<file path="src/design/rst_cause_defines.svh">
// constants for the reset source and cause logic
// assumes a 25 MHz system clock and 32-bit AXI4-Lite access
`ifndef RST_CAUSE_DEFINES_SVH
`define RST_CAUSE_DEFINES_SVH

// byte addresses of the registers
`define STATUS_ADDR 12'hFF0
`define DEBUG_CTL_ADDR 12'hFF4

// status field positions
`define POR_BIT 7
`define STOP_BIT 6
`define WDT_BIT 5
`define EXT_BIT 4

// status value after power-on reset
`define STATUS_RESET 8'h80
// mask kept by a status read (upper four bits clear)
`define STATUS_KEEP_MASK 8'h0F
// debug control bit that requests a reset
`define DEBUG_RESET_BIT 1

// timing
`define CLK_PERIOD_NS 40
`define PIN_MIN_CYCLES 4
`define GLITCH_MIN_NS 200
`define GLITCH_CYCLES \
  ((`GLITCH_MIN_NS + `CLK_PERIOD_NS - 1) / `CLK_PERIOD_NS)
`define RESET_HOLD_CYCLES 16

// bus answers
`define RESP_OKAY 2'h0
`define RESP_SLVERR 2'h2

`endif

</file>
<file path="src/design/rst_cause_pkg.sv">
// types for the reset source and cause logic
// assumes rst_cause_defines.svh holds the numbers
package rst_cause_pkg;

  // reset cause flags as seen in the status register
  typedef struct packed {
    logic por;
    logic stop;
    logic wdt;
    logic external_pin_flag;
    logic [3:0] rsvd;
  } status_type;

  // reset sequencer states
  typedef enum logic [0:0] {
    SEQ_IDLE = 1'b0,
    SEQ_RESET = 1'b1
  } seq_type;

  // reset pin synchroniser (the debugger pin is used unsynchronised)
  typedef struct packed {
    logic meta;
    logic sync;
  } sync_type;

  // whole module state
  typedef struct packed {
    status_type status;
    seq_type seq;
    logic [7:0] hold_cnt;
    sync_type pin;
    logic [7:0] low_cnt;
    logic [7:0] wdt_ctl;
    logic wdt_ctl_wr;
    logic [7:0] debug_ctl;
    logic wdt_irq;
    logic stop_recover;
    logic aw_got;
    logic [11:0] aw_addr;
    logic w_got;
    logic [31:0] w_data;
    logic [3:0] w_strb;
    logic bvalid;
    logic [1:0] bresp;
    logic rvalid;
    logic [31:0] rdata;
    logic [1:0] rresp;
  } state_type;

endpackage

</file>
<file path="src/design/reset_cause_logic.sv">
// reset source handling and reset cause status register
// assumes one 25 MHz clock, synchronous inputs, AXI4-Lite master
//
// Function
// watchdog time-out resets when select is 1
// select 0: watchdog time-out raises interrupt
// watchdog reset sets the watchdog flag
// pin low four cycles starts system reset
// stop mode: filtered low pin resets
// read-only status register at FF0
// any status read clears upper four bits
// writes at FF0 go to watchdog control
// flags in bits 7..4, bits 3..0 zero
// power-on sets only the power-on flag
// pin reset sets only the pin flag
// watchdog reset sets only watchdog flag
// debugger reset recorded like power-on
// stop mode debug pin low like power-on
// gpio stop recovery sets only stop flag
// watchdog stop recovery sets stop and watchdog
// power-on flag cleared by watchdog, recovery, read
// reset pin comes up with pull-up, open-drain
// clear on read after data captured
// reset pin synchronised before counting
`include "rst_cause_defines.svh"
`timescale 1ns/100ps
`default_nettype none

module reset_cause_logic
  import rst_cause_pkg::*;
#(
  parameter int ADDR_W = 12,
  parameter int HOLD_CYCLES = `RESET_HOLD_CYCLES,
  parameter int GLITCH_CYCLES = `GLITCH_CYCLES
) (
  input wire logic I_CLK,
  input wire logic I_RST_N,
  // axi4-lite write address
  input wire logic [ADDR_W-1:0] I_AWADDR,
  input wire logic I_AWVALID,
  output logic O_AWREADY,
  // axi4-lite write data
  input wire logic [31:0] I_WDATA,
  input wire logic [3:0] I_WSTRB,
  input wire logic I_WVALID,
  output logic O_WREADY,
  // axi4-lite write response
  output logic [1:0] O_BRESP,
  output logic O_BVALID,
  input wire logic I_BREADY,
  // axi4-lite read address
  input wire logic [ADDR_W-1:0] I_ARADDR,
  input wire logic I_ARVALID,
  output logic O_ARREADY,
  // axi4-lite read data
  output logic [31:0] O_RDATA,
  output logic [1:0] O_RRESP,
  output logic O_RVALID,
  input wire logic I_RREADY,
  // shared reset pin, open drain
  input wire logic I_RESET_PIN,
  output logic O_RESET_PIN_OUT,
  output logic O_RESET_PIN_OE,
  output logic O_RESET_PIN_PULLUP,
  output logic O_RESET_PIN_FUNC,
  // reset sources
  input wire logic I_STOP_MODE,
  input wire logic I_WATCHDOG_RESET_SELECT,
  input wire logic I_WDT_TIMEOUT,
  input wire logic I_GPIO_RECOVER,
  input wire logic I_DEBUG_PIN,
  // results
  output logic O_SYS_RESET,
  output logic O_WDT_IRQ,
  output logic O_STOP_RECOVER,
  output logic [7:0] O_WDT_CTL,
  output logic O_WDT_CTL_WR
);

  state_type st; // registered state
  state_type next_st; // next state

  // combinational helpers
  logic [ADDR_W-1:0] wr_addr; // write address in use
  logic [ADDR_W-1:0] rd_addr; // read address in use
  logic aw_take; // write address taken now
  logic w_take; // write data taken now
  logic ar_take; // read address taken now
  logic do_write; // both write halves present
  logic [7:0] pin_limit; // low cycles needed on the pin
  logic pin_event; // filtered pin reset
  logic debug_req; // debugger reset request
  logic dbgpin_event; // debug pin low in stop mode
  logic wdt_reset; // watchdog causes a reset
  logic wdt_irq_ev; // watchdog causes an interrupt
  logic gpio_event; // gpio stop recovery
  logic any_reset; // a reset must start

  // handshake outputs, ready while nothing is pending
  assign aw_take = I_AWVALID && !st.aw_got && !st.bvalid;
  assign w_take = I_WVALID && !st.w_got && !st.bvalid;
  assign ar_take = I_ARVALID && !st.rvalid;
  assign O_AWREADY = !st.aw_got && !st.bvalid;
  assign O_WREADY = !st.w_got && !st.bvalid;
  assign O_ARREADY = !st.rvalid;

  // registered outputs
  assign O_BVALID = st.bvalid;
  assign O_BRESP = st.bresp;
  assign O_RVALID = st.rvalid;
  assign O_RDATA = st.rdata;
  assign O_RRESP = st.rresp;
  assign O_SYS_RESET = (st.seq == SEQ_RESET);
  assign O_WDT_IRQ = st.wdt_irq;
  assign O_STOP_RECOVER = st.stop_recover;
  assign O_WDT_CTL = st.wdt_ctl;
  assign O_WDT_CTL_WR = st.wdt_ctl_wr;
  // pin keeps its reset role with pull-up and open drain
  assign O_RESET_PIN_FUNC = 1'b1;
  assign O_RESET_PIN_PULLUP = 1'b1;
  // drive the pin low while the system reset is held
  assign O_RESET_PIN_OUT = 1'b0;
  assign O_RESET_PIN_OE = (st.seq == SEQ_RESET);

  // source detection
  always_comb begin
    // pin needs four cycles, longer in stop mode
    pin_limit = 8'(`PIN_MIN_CYCLES);
    if (I_STOP_MODE && GLITCH_CYCLES > `PIN_MIN_CYCLES) begin
      pin_limit = 8'(GLITCH_CYCLES);
    end
    // low_cnt holds the earlier low cycles, the current one adds one
    pin_event = !st.pin.sync && (st.low_cnt >= pin_limit - 8'h01);
    debug_req = st.debug_ctl[`DEBUG_RESET_BIT];
    dbgpin_event = I_STOP_MODE && !I_DEBUG_PIN;
    wdt_reset = I_WDT_TIMEOUT && I_WATCHDOG_RESET_SELECT;
    wdt_irq_ev = I_WDT_TIMEOUT && !I_WATCHDOG_RESET_SELECT;
    gpio_event = I_STOP_MODE && I_GPIO_RECOVER;
    any_reset = pin_event || debug_req || dbgpin_event || wdt_reset;
  end

  // next state
  always_comb begin
    next_st = st;
    wr_addr = st.aw_got ? st.aw_addr : I_AWADDR;
    rd_addr = I_ARADDR;
    do_write = 1'b0;
    next_st.wdt_ctl_wr = 1'b0;
    next_st.wdt_irq = 1'b0;
    next_st.stop_recover = 1'b0;

    // reset pin synchroniser, second stage only is used
    next_st.pin.meta = I_RESET_PIN;
    next_st.pin.sync = st.pin.meta;
    // count synchronised low cycles, ignore our own drive
    if (st.pin.sync || st.seq == SEQ_RESET) begin
      next_st.low_cnt = 8'h00;
    end else if (st.low_cnt != 8'hFF) begin
      next_st.low_cnt = st.low_cnt + 8'h01;
    end

    // write channel capture, either order
    if (aw_take) begin
      next_st.aw_got = 1'b1;
      next_st.aw_addr = I_AWADDR[11:0];
    end
    if (w_take) begin
      next_st.w_got = 1'b1;
      next_st.w_data = I_WDATA;
      next_st.w_strb = I_WSTRB;
    end
    do_write = (st.aw_got || aw_take) && (st.w_got || w_take);

    // write decode
    if (do_write) begin
      next_st.aw_got = 1'b0;
      next_st.w_got = 1'b0;
      next_st.bvalid = 1'b1;
      next_st.bresp = `RESP_OKAY;
      if (wr_addr == `STATUS_ADDR) begin
        // status address takes watchdog control on write
        if ((w_take ? I_WSTRB[0] : st.w_strb[0])) begin
          next_st.wdt_ctl = w_take ? I_WDATA[7:0] : st.w_data[7:0];
          next_st.wdt_ctl_wr = 1'b1;
        end
      end else if (wr_addr == `DEBUG_CTL_ADDR) begin
        // debugger control byte
        if ((w_take ? I_WSTRB[0] : st.w_strb[0])) begin
          next_st.debug_ctl = w_take ? I_WDATA[7:0] : st.w_data[7:0];
        end
      end else begin
        // unmapped address
        next_st.bresp = `RESP_SLVERR;
      end
    end else if (st.bvalid && I_BREADY) begin
      next_st.bvalid = 1'b0;
    end

    // read decode, data captured before the clear
    if (ar_take) begin
      next_st.rvalid = 1'b1;
      next_st.rresp = `RESP_OKAY;
      next_st.rdata = 32'h0000_0000;
      if (rd_addr == `STATUS_ADDR) begin
        next_st.rdata = {24'h00_0000, st.status};
        next_st.rdata[3:0] = 4'h0;
        // upper four flags cleared by the read
        next_st.status = st.status & `STATUS_KEEP_MASK;
      end else if (rd_addr == `DEBUG_CTL_ADDR) begin
        next_st.rdata = {24'h00_0000, st.debug_ctl};
      end else begin
        // unmapped address reads zero
        next_st.rresp = `RESP_SLVERR;
      end
    end else if (st.rvalid && I_RREADY) begin
      next_st.rvalid = 1'b0;
    end

    // watchdog interrupt and stop recovery, set wins over read clear
    if (wdt_irq_ev) begin
      next_st.wdt_irq = 1'b1;
      next_st.status.wdt = 1'b1;
      next_st.status.por = 1'b0;
      if (I_STOP_MODE) begin
        next_st.status.stop = 1'b1;
        next_st.stop_recover = 1'b1;
      end
    end else if (gpio_event && !any_reset && st.seq == SEQ_IDLE) begin
      next_st.status = '0;
      next_st.status.stop = 1'b1;
      next_st.stop_recover = 1'b1;
    end

    // reset sequencer
    case (st.seq)
      SEQ_IDLE: begin
        if (any_reset) begin
          next_st.seq = SEQ_RESET;
          next_st.hold_cnt = 8'(HOLD_CYCLES - 1);
          next_st.debug_ctl[`DEBUG_RESET_BIT] = 1'b0;
          next_st.status = '0;
          if (pin_event) begin
            next_st.status.external_pin_flag = 1'b1;
          end else if (debug_req || dbgpin_event) begin
            next_st.status.por = 1'b1;
          end else if (I_STOP_MODE) begin
            // watchdog out of stop mode
            next_st.status.stop = 1'b1;
            next_st.status.wdt = 1'b1;
            next_st.stop_recover = 1'b1;
          end else begin
            next_st.status.wdt = 1'b1;
          end
        end
      end
      SEQ_RESET: begin
        // hold the system reset for a fixed time
        if (st.hold_cnt == 8'h00) begin
          next_st.seq = SEQ_IDLE;
        end else begin
          next_st.hold_cnt = st.hold_cnt - 8'h01;
        end
      end
      default: begin
        next_st.seq = SEQ_IDLE;
      end
    endcase
  end

  // state register
  always_ff @(posedge I_CLK or negedge I_RST_N) begin
    if (!I_RST_N) begin
      st <= '{status: `STATUS_RESET, seq: SEQ_IDLE,
              pin: '{meta: 1'b1, sync: 1'b1}, default: '0};
    end else begin
      st <= next_st;
    end
  end

endmodule

`default_nettype wire

</file>
<file path="config.mk">
export PLATFORM = sky130hd
export DESIGN_NAME = reset_cause_logic
export DESIGN_NICKNAME = d
export VERILOG_FILES = /design/src/design/rst_cause_pkg.sv /design/src/design/reset_cause_logic.sv
export VERILOG_INCLUDE_DIRS = /design/src /design/src/design
export SDC_FILE = /design/constraint.sdc
export NUM_CORES = 1
export LEC_CHECK = 0
export ABC_CLOCK_PERIOD_IN_PS = 1890
export BUFFER_PORTS_ARGS = -buffer_cell sky130_fd_sc_hd__buf_2
export CAP_MARGIN = 20
export CELL_PAD_IN_SITES_DETAIL_PLACEMENT = 1
export CELL_PAD_IN_SITES_GLOBAL_PLACEMENT = 1
export CORE_MARGIN = 8
export CORE_UTILIZATION = 25
export DETAILED_ROUTE_END_ITERATION = 12
export GPL_ROUTABILITY_DRIVEN = 0
export PLACE_DENSITY_LB_ADDON = 0.1
export SYNTH_ARGS = -nofsm -noshare
export SYNTH_HDL_FRONTEND = slang
export SYNTH_SLANG_ARGS = --single-unit
</file>
<file path="constraint.sdc">
create_clock -name I_CLK -period 1.89 [get_ports I_CLK]
set_clock_uncertainty 0.15 [all_clocks]
set_input_delay 0.189 -clock I_CLK [delete_from_list [all_inputs] [get_ports I_CLK]]
set_output_delay 0.189 -clock I_CLK [all_outputs]
set_load 0.05 [all_outputs]
</file>
==> results of run 1 <==
## sequential cells by signal, indices dropped and copies added (netlist names)
signal	cells
O_STOP_RECOVER	1
O_RESET_PIN_OE	1
O_RRESP	1
st	51
O_WDT_IRQ	1
O_BRESP	1
next_st	1
O_RVALID	1
O_RDATA	8
O_WDT_CTL	8
debug_req	1
O_WDT_CTL_WR	1
O_BVALID	1
## worst paths after layout
path	start	to	slack [ns]
hold / removal	I_WDT_TIMEOUT	st[130]	0.05
setup / recovery	st[87]	O_WDT_CTL[7]	-0.18
max in group asynchronous	I_RST_N	st[133]	0.80
min in group asynchronous	I_RST_N	st[84]	0.19
hold reg to reg	next_st[115]	st[115]	0.21
setup reg to reg	st[87]	O_WDT_CTL[7]	-0.18
## cell usage after synthesis, types with 2 or more instances
library cell,number
a211oi_1,2
a21o_1,2
a21oi_1,5
a22o_1,4
a31o_2,2
a31oi_1,5
and2_1,3
and3_1,3
buf_4,48
clkbuf_1,6
conb_1,2
dfrtp_1,74
dfstp_2,3
ha_1,5
inv_1,12
mux2_2,37
mux2i_1,7
nand2_1,22
nand2b_1,4
nand3_1,6
nand4_1,6
nor2_1,14
nor2b_1,3
nor3_1,5
nor4_1,3
o211ai_1,2
o21ai_0,11
o22ai_1,3
or2_2,2
or3_1,2
or3b_2,2
or4_1,6
xnor2_1,5
## kinds of logic (layout without fill, tap and decap cells)
group                    after synthesis  after routing  synth area share (%)
buffers and inverters                 68            187                  11.5
adder cells (fa/ha/maj)                5              5                  1.65
multiplexers                          44             44                  12.8
AND/OR/NAND/NOR                       88             88                  13.8
other                                  2             29                 0.198
flip-flops                            77             77                  50.8
XOR/XNOR                               6              6                  1.38
AO/OA/AOI/OAI                         45             45                  7.93
## worst max-delay path: stages (launching register included)
cell,delay [ns]
dfrtp_2,0.44
nand2b_1,0.12
nor4_4,0.28
o22ai_4,0.14
nor4_4,0.29
buf_12,0.17
mux2_2,0.33
## stage by stage
stage                     worst slack [ns]  std cells  area, um^2  total power (W)
final                               -0.177        669        5540          0.00542
after floorplan                     -0.225        362        4010          0.00304
after detailed placement            -0.278        620        4630          0.00348
after CTS                           -0.171        667        5370          0.00549
after global routing                -0.277        669        5540          0.00573
after global placement              -0.244        620        4630          0.00345
## layer usage
layer  GRT usage [%]  vias up  share of wire [%]
met5               0        -                  0
met4            3.41        0                1.1
met3            4.21       10                5.0
met2            19.8       54                 52
met1            12.6     1433                 42
li1                -     1391                  -
## cell type report
class	count	share of cell area [%]
Clock inverter	5	1.54
Tap cell	188	4.25
Timing Repair Buffer	159	20.7
Multi-Input combinational cell	217	33.5
Clock buffer	11	4.20
Inverter	12	0.814
Sequential cell	77	35.0
## report_power, final
part	switching, W	internal (W)
registers	0.000158	0.00193
clock network	0.000705	0.00116
logic	0.000812	0.000655
## repair_timing
item | CTS | global route
hold endpoints to repair | 52 | 1
pin swaps | 15 | 9
cloned | 0 | 0
setup buffers | 6 | 3
gates resized for setup | 27 | 29
setup endpoints to repair | 30 | 30
hold buffers | 25 | 1
==> impl_metrics.yaml, run 1 <==
global_route:
  grt_use_total_pct: 11.3
  grt_overflow_total: 0
  grt_pass1_vias: 3334
  grt_pass1_wl_mm: 17.5
  antenna_found_initial: 0
  grt_max_degree: 34
finish:
  multi_input_area_um2: 1860
  antenna_cells: 0
  fillers: 1680
  final_util_pct: 36.8
  nets: 554
  final_common_cell: "buf_2"
  drive_above_1_share_pct: 50.5
  area_delta_synth_final_pct: 45.7
  regArea_um2: 1940
  layout_common_cells: "buf_2, dfrtp_1, buf_4"
worst_hold_path:
  min_path_cells: 3
  hp-class: "input pin to register"
sta:
  post-route-period-util_pct: 109
  setup-tns-final_ns: -3.57
  finalHoldViolCount: 0
  fin_crit_ns: 2.07
  rsz0062_at_grt: "true"
  hold_slack_ns: 0.0486
  report.final.setup_viol: 29
  slew_violations: 0
  worst_slack_ns: -0.177
  fmax_mhz: 484
cts:
  clk_latency_ns: 0.34
  clkTransAtPathRegs_ns: 0.06
  ctsRootBufferMaster: "clkbuf_16"
  htreeDepth: 3
  cts_buffers: 9
  clock-sinks: 77
  tritoncts: "done"
  clockBufferDepth: 2
route:
  drc: 0
  ant_nets: 0
  initialDrtViolationCount: 65
  via_count: 2888
  wl_per_cell_um: 15.6
  routed_wl_mm: 10.5
  firstDrtPassIters: 4
  vias_per_cell: 4.32
setup_path:
  worstPathMaxFanout: 9
  endpoint_kind: "register"
  ff2ff_path_depth: 6
  start_kind: "register"
  crit_arrival_ns: 2.14
  critPathKind: "register to register"
  required_ns: 1.96
logic_synthesis:
  synth.avg_cell_area_um2: 11.3
  netlist_top_cells_area: "dfrtp_1, mux2_2, buf_4"
  async_flop_share_pct: 100
  synth_top_cell_by_area: "dfrtp_1"
  yosysUniqueCellTypes: 52
  synth_top_area_share_pct: 48.7
  synth_ff_type: "dfrtp_1"
  seq_area_frac_synth_pct: 50.8
  ys_warn_count: 0
  synth_cells: 335
  synth_edf_count: 0
  synth_area_um2: 3800
  ys_seq_elements: 77
status:
  violations: "negative setup slack"
  status: "finished with violations"
floorplan:
  ioPinCount: 130
  die-area_um2: 19400
  rows: 45
  start_util_pct: 25.3
  die_width_um: 139
  die_h_um: 139
  coreArea_um2: 15000
power_and_ir_drop:
  p_per_area_nw_per_um2: 980
  p_leak_nw: 2.59
  peakVddDrop_v: 0.000428
placed_design:
  dp_hpwl_mm: 7.68
  port_buffers: 73
flow_run:
  drv_cap: 0
No activity file was read; power rests on OpenSTA's default activity.
==> run 2, diff against run 1 <==
SKIP_LAST_GASP = 1   (was not set)
==> run 2 against run 1 <==
Compared with the run above:
- the run still ends with negative setup slack left
- hold slack got worse by 0.00074 ns
- clock power about the same
- non-clock buffer count increased by 2
==> impl_metrics.yaml, run 2 (synthesized netlist as in run 1, its figures left out) <==
power_and_ir_drop:
  p_clk_share_pct: 34.1
  peakVddDrop_v: 0.000428
  p_total_w: 0.00551
  p_leak_nw: 2.63
  power.internal_w: 0.00379
  combPwrFrac_pct: 27.8
  p_sw_w: 0.00172
  p_per_area_nw_per_um2: 981
  p_sw_share_pct: 31.2
  seq_power_share_pct: 38.1
finish:
  layout_common_cells: "buf_2, dfrtp_1, buf_4"
  regMostFlops: "st"
  nets: 556
  final_common_cell: "buf_2"
  largest_register_ffs: 51
  area_delta_synth_final_pct: 47.6
  final_cell_area_um2: 5610
  finalNonFillerCells: 671
  antenna_cells: 0
  drive_above_1_share_pct: 50.5
floorplan:
  rows: 45
  die_width_um: 139
  die-area_um2: 19400
  ioPinCount: 130
  die_h_um: 139
  coreArea_um2: 15000
  start_util_pct: 25.3
setup_path:
  crit_arrival_ns: 2.17
  endpoint_kind: "register"
  critPathKind: "register to register"
  ff2ff_path_depth: 6
  start_kind: "register"
  required_ns: 1.96
  worstPathMaxFanout: 6
  worstPathCellList: "buf_6 > mux2_4 > nor4_4 > buf_4 > buf_12 > mux2_2"
  slowest_delay_ns: 0.48
  worst_path_max_delay_cell: "dfrtp_2"
global_route:
  grt_overflow_total: 0
  grt_pass1_wl_mm: 17.4
  met2_usage_pct: 19.6
  grt_max_degree: 34
  antenna_found_initial: 0
  grt_use_total_pct: 11.3
  grt_util_met1_pct: 12.5
  grtUsageMet3_pct: 4.21
  grt_pass1_vias: 3327
  grt-busiest-layer: "met2"
route:
  vias_per_cell: 4.33
  firstDrtPassIters: 4
  ant_nets: 0
  routed_wl_mm: 10.6
  wl_per_cell_um: 15.7
  drc: 0
  initialDrtViolationCount: 82
  via_count: 2908
cts:
  ctsRootBufferMaster: "clkbuf_16"
  clock-sinks: 77
  htreeDepth: 3
  clockBufferDepth: 2
  tritoncts: "done"
  clk_latency_ns: 0.34
  clkTransAtPathRegs_ns: 0.06
  cts_buffers: 9
placed_design:
  port_buffers: 73
  preCtsSetupSlack_ns: -0.278
  dp.cells: 620
  place_area_um2: 4630
  dp_hpwl_mm: 7.68
sta:
  report.final.setup_viol: 29
  worst_slack_ns: -0.204
  hold_slack_ns: 0.0479
  finalHoldViolCount: 0
  fin_crit_ns: 2.09
  fmax_mhz: 478
  slew_violations: 0
  rsz0062_at_grt: "true"
  post-route-period-util_pct: 111
status:
  violations: "negative setup slack"
  status: "finished with violations"
flow_run:
  drv_cap: 0
worst_hold_path:
  min_path_cells: 3
  hp-class: "input pin to register"
-- run 2: metal layers --
layer / routed length [um] / up-vias / share of wire (%)
met4: 137 / 0 / 1.3
met2: 5510 / 58 / 52
met5: 0 / - / 0
li1: - / 1401 / -
met1: 4360 / 1437 / 41
met3: 560 / 12 / 5.3
-- run 2: what timing repair did --
action                                  4_1_cts  5_1_grt
setup buffers                                 6        4
pin swaps                                    15       11
hold endpoints to repair                     52        1
cloned                                        0        1
gates resized for setup                      25       41
endpoints found under the setup margin       30       30
hold buffers                                 25        1
-- run 2: area by class of cell --
type                            instances  area, um^2
Clock buffer                           11         233
Sequential cell                        77        1940
Fill cell                            1667        9420
Timing Repair Buffer                  161        1180
Multi-Input combinational cell        217        1890
Inverter                               12        45.0
Clock inverter                          5        85.1
Tap cell                              188         235
-- run 2: metrics by stage --
stage	TNS, ns	util [%]
2_1_floorplan	-4.18	-
3_3_place_gp	-6.52	30.8
3_5_place_dp	-7.03	30.8
4_1_cts	-4.09	35.6
5_1_grt	-6.08	37.3
6_report	-3.47	37.3
-- run 2: power groups by stage --
stage	sequential [W]	clock, W	combinational (W)
floorplan	0.00214	0	0.000907
global placement	0.00209	0	0.00136
detailed placement	0.00210	0	0.00138
CTS	0.00207	0.00195	0.00147
global route	0.00213	0.00202	0.00165
finish	0.00210	0.00188	0.00153
-- run 2: path summary, 6_finish.rpt --
check                              startpoint           end  slack [ns]
worst max-delay path                   st[87]  O_WDT_CTL[6]       -0.20
worst min-delay path            I_WDT_TIMEOUT       st[130]        0.05
worst max register to register         st[87]  O_WDT_CTL[6]       -0.20
worst min register to register   next_st[115]       st[115]        0.21
max in group asynchronous             I_RST_N       st[133]        0.80
min in group asynchronous             I_RST_N        st[84]        0.19
-- run 2: critical path, delay by kind of cell, from the launching register on --
family / cells / cell delay [ns]
mux: 2 / 0.65
buf+inv: 3 / 0.44
flops: 1 / 0.48
simple gates: 1 / 0.26
==> run 3, diff against run 2 <==
ABC_CLOCK_PERIOD_IN_PS = 1800   (was 1890)
REMOVE_ABC_BUFFERS = 1   (was not set)
clock period = 1.8 ns   (was 1.89 ns; I/O delays follow)
==> run 3 against run 2 <==
Compared with the run above:
- the run still ends with negative setup slack left
- core utilization fell by 0.87 points
- first-iteration DRC count shrank 38%
- final area fell by 2.3%
- setup slack got worse by 0.098 ns
- final cell count unchanged
- non-clock buffer count rose by 1
- routed wire length down 0.94%
- via count down 0.14%
- largest power group unchanged
- highest routed layer unchanged
==> impl_metrics.yaml, run 3 (synthesized netlist as in run 1, its figures left out) <==
setup_path:
  required_ns: 1.88
  cp_common_cell: "nor4_4"
  cp_num_cells: 6
  r2r_end: "O_WDT_CTL[7]"
  critPathTopFamily: "simple AND/OR/NAND/NOR gates"
  critPathKind: "register to register"
  worstPathMaxFanout: 5
  crit_arrival_ns: 2.18
  worst-path-buf-inv: 2
  ff2ff_path_depth: 6
  worstPathCellList: "nor4_4 > o22ai_4 > nor4_4 > buf_4 > clkbuf_16 > mux2_4"
  ff2ff_setup_slack_ns: -0.30
  startpoint: "st[87]"
  start_kind: "register"
  slowest_delay_ns: 0.47
  reg2reg_from: "st[87]"
  endpoint_kind: "register"
  worst_path_max_delay_cell: "dfrtp_2"
floorplan:
  ioPinCount: 130
  die_width_um: 139
  start_util_pct: 25.3
  rows: 45
  coreArea_um2: 15000
  die-area_um2: 19400
  die_h_um: 139
cts:
  ctsRootBufferMaster: "clkbuf_16"
  clock-sinks: 77
  tritoncts: "done"
  cts_buffers: 9
  clk_latency_ns: 0.34
  clkTransAtPathRegs_ns: 0.06
  clockBufferDepth: 2
  htreeDepth: 3
route:
  via_count: 2904
  firstDrtPassIters: 3
  initialDrtViolationCount: 51
  vias_per_cell: 4.33
  drc: 0
  routed_wl_mm: 10.5
  ant_nets: 0
  wl_per_cell_um: 15.6
placed_design:
  port_buffers: 73
  place_area_um2: 4630
  dp_hpwl_mm: 7.49
flow_run:
  drv_cap: 0
status:
  violations: "negative setup slack"
  status: "finished with violations"
finish:
  area_delta_synth_final_pct: 44.1
  final_common_cell: "dfrtp_1"
  largest_register_ffs: 51
  final_cell_area_um2: 5480
  antenna_cells: 0
  drive_above_1_share_pct: 48.4
  final_util_pct: 36.4
  layout_common_cells: "dfrtp_1, buf_2, buf_4"
  fillers: 1665
  regMostFlops: "st"
  nets: 557
sta:
  post-route-period-util_pct: 117
  fin_crit_ns: 2.10
  setup-tns-final_ns: -7.15
  report.final.setup_viol: 30
  fmax_mhz: 476
  rsz0062_at_grt: "true"
  hold_slack_ns: 0.0391
  finalHoldViolCount: 0
  slew_violations: 0
  worst_slack_ns: -0.301
worst_hold_path:
  min_path_cells: 3
  holdPathEnd: "st[86]"
  worstHoldStart: "I_AWADDR[11]"
  hp-class: "input pin to register"
global_route:
  grt_pass1_wl_mm: 16.6
  grt_overflow_total: 0
  antenna_found_initial: 0
  grt_use_total_pct: 10.7
  grt_max_degree: 78
  grt_pass1_vias: 3193
power_and_ir_drop:
  p_leak_nw: 2.60
  p_total_w: 0.00566
  peakVddDrop_v: 0.000374
  p_per_area_nw_per_um2: 1030
[run 3: cell count changes in the layout (fill, tap and decap cells not counted), sizes merged]
cell         delta
dlygate4sd3     -4
clkinv          +2
inv             -1
bufinv          -1
clkinvlp        -1
clkbuf          +1
buf             +4
[run 3: timing repair]
item / in CTS / in global routing
endpoints found under the hold margin: 95 / 0
buffers inserted: 2 / 2
pin swaps: 20 / 11
gates resized for setup: 29 / 37
setup endpoints to repair: 36 / 45
gates cloned: 0 / 2
hold buffers: 22 / 0
[run 3: per-layer routing]
metal | track usage (%) | vias to the layer above | share of wire (%) | wire length, um
met2 | 18.2 | 61 | 51 | 5350
met3 | 4.10 | 12 | 5.5 | 575
li1 | - | 1390 | - | -
met4 | 3.29 | 0 | 1.0 | 106
met5 | 0 | - | 0 | 0
met1 | 12.3 | 1441 | 42 | 4430
[run 3: stage by stage]
stage / setup slack, ns / cells
after floorplan: -0.654 / 306
after global placement: -0.355 / 629
final: -0.301 / 671
after CTS: -0.270 / 667
after global routing: -0.387 / 671
after detailed placement: -0.421 / 629
[run 3: layout make-up]
class | count | area (um^2) | area share [%]
Clock buffer | 11 | 243 | 4.43
Clock inverter | 4 | 48.8 | 0.891
Inverter | 12 | 45.0 | 0.822
Multi-Input combinational cell | 217 | 1790 | 32.6
Sequential cell | 77 | 1930 | 35.3
Tap cell | 188 | 235 | 4.29
Timing Repair Buffer | 162 | 1190 | 21.7
[run 3: power by group]
group	internal [W]	switching (W)
clock network	0.00110	0.000706
registers	0.00202	0.000168
logic	0.000788	0.000878
[run 3: how the worst max path moves through the flow]
stage | endpoint | slack, ns
detailed placement | st[131] | -0.42
finish | O_WDT_CTL[7] | -0.30
global route | st[90] | -0.39
global placement | st[131] | -0.35
CTS | O_WDT_CTL[1] | -0.27
floorplan | st[75] | -0.65
[run 3: worst min-delay path, stage by stage]
cell and delay, ns:
buf_2 0.09, buf_4 0.10, mux2_4 0.13
